<file path="src/logic/tcdb_pkg.sv">
package tcdb_pkg;

    // Register byte offsets on the Wishbone bus
    localparam logic [7:0] OFS_COUNT = 8'h00;
    localparam logic [7:0] OFS_PERIOD = 8'h04;
    localparam logic [7:0] OFS_CAPCMP = 8'h08;
    localparam logic [7:0] OFS_CONTROL = 8'h0C;
    localparam logic [7:0] OFS_FUNCTION = 8'h10;
    localparam logic [7:0] OFS_IRQ_MASK = 8'h14;
    localparam logic [7:0] OFS_STATUS = 8'h18;

    // Control register fields
    localparam int CTL_ENABLE_BIT = 0;
    localparam int CTL_CAP_IRQ_BIT = 1;
    localparam int CTL_TC_HALF_BIT = 2;
    localparam int CTL_SOFT_REF_BIT = 3;
    localparam int CTL_CHAIN_BIT = 4;
    localparam int CTL_WIDTH = 5;

    // Function register fields: select in [1:0], mode in [3:2]
    localparam int FN_SEL_LSB = 0;
    localparam int FN_MODE_LSB = 2;
    localparam int FN_WIDTH = 4;

    // Mode bit positions inside the two-bit mode field
    localparam int MODE_IRQ_CMP_BIT = 0;
    localparam int MODE_CMP_LT_BIT = 1;

    // Reset values
    localparam logic [7:0] BYTE_RESET = 8'h00;
    localparam logic [CTL_WIDTH-1:0] CTL_RESET = 5'h00;
    localparam logic [FN_WIDTH-1:0] FN_RESET = 4'h0;
    localparam logic [31:0] WORD_ZERO = 32'h00000000;

    // Functions of the block
    typedef enum logic [1:0] {FUNC_TIMER, FUNC_COUNTER, FUNC_DEADBAND, FUNC_NONE} func_e;

    // Dead band kill types
    typedef enum logic [1:0] {KILL_RESTART, KILL_DISABLE, KILL_ASYNC, KILL_RESERVED} kill_e;

    // Wishbone classic request and response
    typedef struct packed {
        logic cyc;
        logic stb;
        logic we;
        logic [3:0] sel;
        logic [7:0] adr;
        logic [31:0] dat;
    } wb_req_s;

    typedef struct packed {
        logic ack;
        logic [31:0] dat;
    } wb_rsp_s;

    // Chaining signals between neighbouring blocks
    typedef struct packed {
        logic en;
        logic carry;
        logic cmp;
    } chain_s;

endpackage

</file>
<file path="src/logic/timer_counter_deadband_block.sv">
// Behaviour
// [RULE1] Disabled period write also loads count
// [RULE2] Count down, reload period after zero
// [RULE3] Timer terminal count on primary, full/half
// [RULE4] Data input rising edge captures count
// [RULE5] Running count read captures; sources ORed
// [RULE6] Timer compare on auxiliary; capture overwrites compare
// [RULE7] Mode bit1 compare type, bit0 irq source
// [RULE8] Chain blocks via carry, compare, enable
// [RULE9] Software: no capture at 48 MHz, no writes
// [RULE10] Rising terminal count or compare raises interrupt
// [RULE11] Capture interrupt when enabled at latch time
// [RULE12] Counter gate high counts and reloads only
// [RULE13] Counter compare primary, terminal count auxiliary
// [RULE14] Software reads count only while disabled
// [RULE15] Dead band phases never overlap, period gap
// [RULE16] Reference from previous block or soft bit
// [RULE17] Kill forces both phases low immediately
// [RULE18] Kill modes restart, disable, async, reserved
// [RULE19] Edge starts countdown; zero raises phase
// [RULE20] Rising edge primary, falling edge auxiliary
// [RULE21] Software: no chaining, no zero dead time
// [RULE22] Short reference half keeps phase low
// [RULE23] Dead band interrupt follows killed primary phase
// [RULE24] Per-block interrupt mask bit
// [RULE25] Reset leaves block disabled, outputs low
`timescale 1ns/1ps
`default_nettype none

module timer_counter_deadband_block
    import tcdb_pkg::*;
(
    // Clock and reset
    input wire logic mclk_in,
    input wire logic reset_n_in,
    // Wishbone slave
    input wire wb_req_s wb_in,
    output wb_rsp_s wb_out,
    // Neighbour block signals
    input wire logic data_in,
    input wire logic prev_primary_in,
    input wire chain_s chain_in,
    output chain_s chain_out,
    // Function outputs
    output logic primary_out,
    output logic aux_out,
    output logic irq_out
);

    // Software visible state
    logic [7:0] count_value_reg_r;
    logic [7:0] period_value_reg_r;
    logic [7:0] capture_compare_reg_r;
    logic [CTL_WIDTH-1:0] control_r;
    logic [FN_WIDTH-1:0] function_r;
    logic irq_mask_r;

    // Bus handshake
    logic ack_r;
    logic [31:0] rd_dat_r;
    logic req;
    logic wr_now;
    logic rd_now;
    logic [31:0] rd_mux;

    // Decoded configuration
    func_e func;
    kill_e kill_type;
    logic enable;
    logic cmp_lt;
    logic irq_on_cmp;
    logic chained;

    // Counter datapath
    logic advance;
    logic at_zero;
    logic tc;
    logic cmp;
    logic cap_src;
    logic cap_prev_r;
    logic cap_fire;
    logic sw_cap;

    // Dead band state
    logic ref_sel;
    logic ref_prev_r;
    logic ref_rise;
    logic ref_fall;
    logic db_running_r;
    logic db_dir_r;
    logic phase_a_r;
    logic phase_b_r;
    logic kill_prev_r;
    logic db_kill_out;
    logic db_hold;
    logic kill_disable;

    // Interrupt source
    logic irq_src;
    logic irq_src_prev_r;
    logic cap_irq_r;

    assign func = func_e'(function_r[FN_SEL_LSB +: 2]);
    assign kill_type = kill_e'(function_r[FN_MODE_LSB +: 2]);
    assign enable = control_r[CTL_ENABLE_BIT];
    assign chained = control_r[CTL_CHAIN_BIT];
    assign cmp_lt = function_r[FN_MODE_LSB + MODE_CMP_LT_BIT]; // RULE7
    assign irq_on_cmp = function_r[FN_MODE_LSB + MODE_IRQ_CMP_BIT]; // RULE7

    // A request is answered one cycle after it is seen; writes land on the ack edge
    assign req = wb_in.cyc & wb_in.stb;
    assign wr_now = req & ack_r & wb_in.we & wb_in.sel[0];
    assign rd_now = req & ack_r & ~wb_in.we;
    assign wb_out.ack = ack_r;
    assign wb_out.dat = rd_dat_r;

    always_ff @(posedge mclk_in) begin
        if (!reset_n_in) begin
            ack_r <= 1'b0;
        end else begin
            ack_r <= req & ~ack_r;
        end
    end

    // Read mux; unmapped offsets read as zero
    always_comb begin
        rd_mux = WORD_ZERO;
        case (wb_in.adr)
            OFS_COUNT: rd_mux[7:0] = count_value_reg_r;
            OFS_PERIOD: rd_mux[7:0] = period_value_reg_r;
            OFS_CAPCMP: rd_mux[7:0] = capture_compare_reg_r;
            OFS_CONTROL: rd_mux[CTL_WIDTH-1:0] = control_r;
            OFS_FUNCTION: rd_mux[FN_WIDTH-1:0] = function_r;
            OFS_IRQ_MASK: rd_mux[0] = irq_mask_r;
            OFS_STATUS: rd_mux[3:0] = {db_running_r, irq_src, aux_out, primary_out};
            default: rd_mux = WORD_ZERO;
        endcase
    end

    // Read data is registered in the cycle before ack so it is stable while ack is high
    always_ff @(posedge mclk_in) begin
        if (!reset_n_in) begin
            rd_dat_r <= WORD_ZERO;
        end else if (req & ~ack_r) begin
            rd_dat_r <= rd_mux;
        end
    end

    // Chaining: an upper block advances only when the lower one is at terminal count
    assign advance = enable & (~chained | (chain_in.en & chain_in.carry)) // RULE8
                     & ((func == FUNC_TIMER) | (func == FUNC_COUNTER & data_in)); // RULE12
    assign at_zero = (count_value_reg_r == BYTE_RESET);
    assign tc = enable & at_zero & (~chained | chain_in.carry); // RULE8
    assign chain_out.carry = tc;
    assign chain_out.en = enable;

    // Compare; in a chain an equal upper byte defers to the lower block's result
    always_comb begin
        if (cmp_lt) begin
            cmp = (count_value_reg_r < capture_compare_reg_r); // RULE7
        end else begin
            cmp = (count_value_reg_r <= capture_compare_reg_r); // RULE7
        end
        if (chained && count_value_reg_r == capture_compare_reg_r) begin
            cmp = chain_in.cmp; // RULE8
        end
    end
    assign chain_out.cmp = cmp;

    // Capture: hardware and software sources are ORed, then edge detected
    assign sw_cap = rd_now & (wb_in.adr == OFS_COUNT) & enable & (func == FUNC_TIMER); // RULE5
    assign cap_src = (func == FUNC_TIMER) & enable & (data_in | sw_cap); // RULE5
    assign cap_fire = cap_src & ~cap_prev_r; // RULE4

    always_ff @(posedge mclk_in) begin
        if (!reset_n_in) begin
            cap_prev_r <= 1'b0;
        end else begin
            cap_prev_r <= cap_src; // RULE5
        end
    end

    // Dead band reference selection and edge detection
    assign ref_sel = control_r[CTL_SOFT_REF_BIT] ? control_r[CTL_SOFT_REF_BIT] : prev_primary_in; // RULE16
    assign ref_rise = ref_sel & ~ref_prev_r;
    assign ref_fall = ~ref_sel & ref_prev_r;
    assign kill_disable = (func == FUNC_DEADBAND) & enable & data_in & (kill_type == KILL_DISABLE); // RULE18

    always_ff @(posedge mclk_in) begin
        if (!reset_n_in) begin
            ref_prev_r <= 1'b0;
            kill_prev_r <= 1'b0;
        end else begin
            ref_prev_r <= ref_sel;
            kill_prev_r <= data_in;
        end
    end

    // Count register: period load while disabled, count or dead band countdown while enabled
    always_ff @(posedge mclk_in) begin
        if (!reset_n_in) begin
            count_value_reg_r <= BYTE_RESET; // RULE25
        end else if (!enable) begin
            if (wr_now && wb_in.adr == OFS_PERIOD) begin
                count_value_reg_r <= wb_in.dat[7:0]; // RULE1
            end else if (wr_now && wb_in.adr == OFS_COUNT) begin
                count_value_reg_r <= wb_in.dat[7:0];
            end
        end else if (func == FUNC_DEADBAND) begin
            if (db_hold) begin
                count_value_reg_r <= period_value_reg_r;
            end else if (ref_rise || ref_fall) begin
                count_value_reg_r <= period_value_reg_r; // RULE19
            end else if (db_running_r && !at_zero) begin
                count_value_reg_r <= count_value_reg_r - 8'h01;
            end
        end else if (advance) begin
            if (at_zero) begin
                count_value_reg_r <= period_value_reg_r; // RULE2
            end else begin
                count_value_reg_r <= count_value_reg_r - 8'h01; // RULE2
            end
        end
    end

    // Period register
    always_ff @(posedge mclk_in) begin
        if (!reset_n_in) begin
            period_value_reg_r <= BYTE_RESET;
        end else if (wr_now && wb_in.adr == OFS_PERIOD) begin
            period_value_reg_r <= wb_in.dat[7:0];
        end
    end

    // Capture/compare register; a capture overwrites the compare value
    always_ff @(posedge mclk_in) begin
        if (!reset_n_in) begin
            capture_compare_reg_r <= BYTE_RESET;
        end else if (cap_fire) begin
            capture_compare_reg_r <= count_value_reg_r; // RULE4 RULE6
        end else if (rd_now && wb_in.adr == OFS_COUNT && !enable) begin
            capture_compare_reg_r <= count_value_reg_r; // RULE14
        end else if (wr_now && wb_in.adr == OFS_CAPCMP && !enable) begin
            capture_compare_reg_r <= wb_in.dat[7:0]; // RULE9
        end
    end

    // Control: a disable-type kill clears enable and wins over a software write
    always_ff @(posedge mclk_in) begin
        if (!reset_n_in) begin
            control_r <= CTL_RESET; // RULE25
        end else if (kill_disable) begin
            control_r[CTL_ENABLE_BIT] <= 1'b0; // RULE18
        end else if (wr_now && wb_in.adr == OFS_CONTROL) begin
            control_r <= wb_in.dat[CTL_WIDTH-1:0];
        end
    end

    // Function and mask registers
    always_ff @(posedge mclk_in) begin
        if (!reset_n_in) begin
            function_r <= FN_RESET;
            irq_mask_r <= 1'b0;
        end else if (wr_now) begin
            if (wb_in.adr == OFS_FUNCTION) begin
                function_r <= wb_in.dat[FN_WIDTH-1:0];
            end
            if (wb_in.adr == OFS_IRQ_MASK) begin
                irq_mask_r <= wb_in.dat[0]; // RULE24
            end
        end
    end

    // Restart kill holds state in reset; async kill leaves it alone
    assign db_hold = data_in & (kill_type == KILL_RESTART); // RULE18

    // Dead band phase machine
    always_ff @(posedge mclk_in) begin
        if (!reset_n_in) begin
            db_running_r <= 1'b0;
            db_dir_r <= 1'b0;
            phase_a_r <= 1'b0;
            phase_b_r <= 1'b0;
        end else if (!enable || func != FUNC_DEADBAND || db_hold) begin
            db_running_r <= 1'b0; // RULE19
            phase_a_r <= 1'b0;
            phase_b_r <= 1'b0;
        end else if (ref_rise || ref_fall) begin
            db_running_r <= 1'b1; // RULE19
            db_dir_r <= ref_rise; // RULE20
            phase_a_r <= 1'b0; // RULE22
            phase_b_r <= 1'b0; // RULE15
        end else if (db_running_r && at_zero) begin
            db_running_r <= 1'b0; // RULE19
            phase_a_r <= db_dir_r; // RULE20
            phase_b_r <= ~db_dir_r; // RULE20
        end
    end

    // Kill masks outputs with no clock; async kill stretches low by one cycle
    assign db_kill_out = data_in | ((kill_type == KILL_ASYNC) & kill_prev_r); // RULE17 RULE18

    // Output routing per function
    always_comb begin
        case (func)
            FUNC_TIMER: begin
                primary_out = control_r[CTL_TC_HALF_BIT] ? (tc & ~mclk_in) : tc; // RULE3
                aux_out = enable & cmp; // RULE6
                irq_src = irq_on_cmp ? aux_out : primary_out; // RULE10
            end
            FUNC_COUNTER: begin
                primary_out = enable & cmp; // RULE13
                aux_out = tc; // RULE13
                irq_src = irq_on_cmp ? primary_out : aux_out; // RULE10
            end
            FUNC_DEADBAND: begin
                primary_out = phase_a_r & ~db_kill_out; // RULE15 RULE17
                aux_out = phase_b_r & ~db_kill_out; // RULE15 RULE17
                irq_src = primary_out; // RULE23
            end
            default: begin
                primary_out = 1'b0;
                aux_out = 1'b0;
                irq_src = 1'b0;
            end
        endcase
    end

    // Edge detect of the interrupt source; the half-width pulse is sampled before it closes
    always_ff @(posedge mclk_in) begin
        if (!reset_n_in) begin
            irq_src_prev_r <= 1'b0;
            cap_irq_r <= 1'b0;
        end else begin
            irq_src_prev_r <= irq_src;
            cap_irq_r <= cap_fire & control_r[CTL_CAP_IRQ_BIT]; // RULE11
        end
    end

    // Interrupt pulse, gated by the block mask
    assign irq_out = irq_mask_r & ((irq_src & ~irq_src_prev_r) | cap_irq_r); // RULE10 RULE24

endmodule

`default_nettype wire

</file>
<file path="config.mk">
export PLATFORM = sky130hd
export DESIGN_NAME = timer_counter_deadband_block
export DESIGN_NICKNAME = d
export VERILOG_FILES = /design/src/logic/tcdb_pkg.sv /design/src/logic/timer_counter_deadband_block.sv
export SDC_FILE = /design/constraint.sdc
export NUM_CORES = 1
export LEC_CHECK = 0
export BUFFER_PORTS_ARGS = -buffer_cell sky130_fd_sc_hd__buf_2
export CAP_MARGIN = 40
export CORE_ASPECT_RATIO = 0.7
export CORE_MARGIN = 2
export CORE_UTILIZATION = 50
export CTS_BUF_LIST = sky130_fd_sc_hd__clkbuf_4
export DETAILED_ROUTE_END_ITERATION = 8
export PLACE_DENSITY = 0.81
export SKIP_CTS_REPAIR_TIMING = 1
export SKIP_LAST_GASP = 1
export SYNTH_ARGS = -nofsm -noshare
export SYNTH_HDL_FRONTEND = slang
export SYNTH_SLANG_ARGS = --single-unit
</file>
<file path="constraint.sdc">
create_clock -name mclk_in -period 2 [get_ports mclk_in]
set_input_delay 0.2 -clock mclk_in [delete_from_list [all_inputs] [get_ports mclk_in]]
set_output_delay 0.2 -clock mclk_in [all_outputs]
set_load 0.02 [all_outputs]
</file>
==> results.cfg <==
[outcome]
run_status = finished, violations left
violations = hold timing, setup timing

[setup_path]
cp-start-kind = flip-flop
critPathArrivalTime_ps = 2420
crit_fanout = 3
critical_path.endpoint_type = output port
crit_type = reg2out
crit_required_ps = 1800

[final_layout]
diodes = 0
fin_nets = 583
fin_util_pct = 67.46
areaGrowthSynthToFinish_pct = 30.29
final_cells = 616
drive_gt1_share_pct = 37.16

[timing]
relSlewSlack_pct = 41.78
skew_ps = 12.60
worst_slack_ps = -615.7
fmax_mhz = 382.3
min_period_ps = 2616
slew_viol_final = 0
period_share_pct = 130.8
setup_viol = 13
rsz0062_at_grt = yes
tightestPinTransition_ps = 873.3
holdWs_ps = -8.548
finalSetupTns_ps = -2692
hold_viol = 1

[global_routing]
top_usage_layer = met1
grt_pass1_wl_um = 17950
met1_usage_pct = 42.99
antenna_found_initial = 0
grt_pass1_vias = 3443
grt_max_degree = 29
grt.total_usage_pct = 31.56
grt_util_met2_pct = 42.47
overflow = 0
use_met3_pct = 13.94

[synth]
synth_area_leader_cell = dfxtp_1
async_flop_share_pct = 0
avgSynthCellArea_um2 = 8.290
synth_edf_count = 0
synth_cells = 422
netlist.area_leader.share_pct = 29.76
synth_seq_cells = 52
netlist_top_cells_area = dfxtp_1 30%, mux2i_1 6.9%, buf_4 6.4%
yosysMostFrequentCell = dfxtp_1
yosysSeqAreaShare_pct = 29.76
synthesis.area_um2 = 3498
synth_common_cells = 52 x dfxtp_1, 33 x a21oi_1, 30 x buf_4
synth.distinct_cells = 68
ys.flop_type = dfxtp_1
ys_warn_count = 0

[job]
drv_cap = 0

[floorplanning]
fp-row-count = 25
die_area_um2 = 7693
chipWidth_um = 104.0
ioPinCount = 93
start_util_pct = 51.78
core_area_um2 = 6756
die_h_um = 73.99

[routing]
drt-total-wl_um = 12210
drtPass1Iterations = 5
via_per_inst = 6.174
postRouteAntennaNets = 0
wl_per_cell_um = 19.83
vias = 3803
drc_errors = 0
drtIter0Drc = 407

[hold_path]
hp-class = in2reg

[pwr]
p_switching_mw = 0.5602
p_per_area_nw_per_um2 = 406.7
swShare_pct = 30.22
internal_power_mw = 1.293
seq_power_share_pct = 56.2
p_leak_nw = 1.945
peakVddDrop_mv = 0.2883
power_frac_clock_pct = 32.2
pwr-share-comb_pct = 11.6

[clock_tree]
cts_tree = yes
clk_latency_ps = 510
cts.clk_slew.worst_paths_ps = 160

[place]
place_congestion = 0.9533
dp.cells = 578
dpl_worst_slack_ps = -259.1
numPortBuffers = 41
hpwlAfterDp_um = 8524
[final cells by class]
cell class / instances / area [um^2]
flip-flops and latches: 52 / 1059
fillers: 569 / 2198
inverters: 17 / 66.31
clock inverters: 3 / 15.01
well taps: 94 / 117.6
clock buffers: 26 / 210.2
multi-input cells: 323 / 2374
repair buffers: 101 / 716.9
[worst paths after layout]
path              slack, ps  depth (start not counted)                     start               endpoint
setup / recovery       -620                          9  capture_compare_reg_r[6]                irq_out
hold / removal           -9                          3                  wb_in[6]  period_value_reg_r[6]
setup reg to reg        -80                          7  capture_compare_reg_r[6]            rd_dat_r[2]
hold reg to reg         470                          2               rd_dat_r[4]            rd_dat_r[4]
[metal layers]
| layer | wire [um] | vias up |
|---|---|---|
| li1 | - | 1697 |
| met1 | 5103 | 1781 |
| met2 | 5170 | 283 |
| met3 | 1649 | 42 |
| met4 | 289 | 0 |
| met5 | 0 | - |
[through the flow]
step	power (mW)	cell area, um^2
detailed placement	1.269	3990
finish	1.854	4558
global placement	1.265	3990
global route	1.911	4558
CTS	1.966	4212
floorplan	1.222	3602
[power by group through the flow]
stage                     Combinational [mW]  Sequential (mW)  Clock, mW
after CTS                              0.202             1.04      0.719
after global routing                   0.226             1.04      0.641
after global placement                 0.198             1.07   0.000574
after floorplan                        0.152             1.07   0.000573
after detailed placement               0.202             1.07   0.000574
final                                  0.215             1.04      0.596
[cells in the final DEF, fill, tap and decap left out, types with 4 or more instances in the layout]
cell      synthesis  layout
buf_4            30      57
dfxtp_1          52      40
buf_2             2      37
a21oi_1          33      30
nand2_1          29      28
nor2_1           27      25
mux2i_1          24      24
conb_1            1      24
nor3_1           20      20
clkbuf_4          0      20
nand3_1          19      17
inv_1            17      13
o21ai_0          18      11
dfxtp_2           0      11
buf_6             3      11
nor2b_1           9       9
a221oi_1          9       8
o211ai_1          6       6
a311oi_1          8       6
ha_1             11       6
o21ai_1           0       5
and3_1            6       5
xnor2_1           5       5
ha_4              0       5
nand4_1           4       4
nor4_1            5       4
[registers in the layout (all words and copies together) (netlist names), 4 cells and up]
signal and count:
capture_compare_reg_r 8, count_value_reg_r 8, period_value_reg_r 8, rd_dat_r 8, control_r 5, function_r 4
[cells by family (layout without fill, tap and decap cells)]
logic type / after synthesis / count (layout) / share of synthesized area [%]
and+or+nand+nor: 146 / 146 / 22.57
AOI/OAI and AO/OA: 108 / 108 / 21.53
buffers and inverters: 70 / 147 / 11.48
DFF: 52 / 52 / 29.76
muxes: 28 / 28 / 9.120
adders and majority gates: 11 / 11 / 3.934
xor gates and xnor gates: 6 / 6 / 1.502
other: 1 / 24 / 0.1072
[worst max-delay path, stage by stage (launching register included)]
cell     delay, ps
dfxtp_2        370
inv_2           50
ha_4           260
nand4_1        250
a211o_1        350
o31ai_2         90
o21ai_1        130
buf_4          150
a21oi_2        130
buf_6          130
No activity file was read; power rests on OpenSTA's default activity.
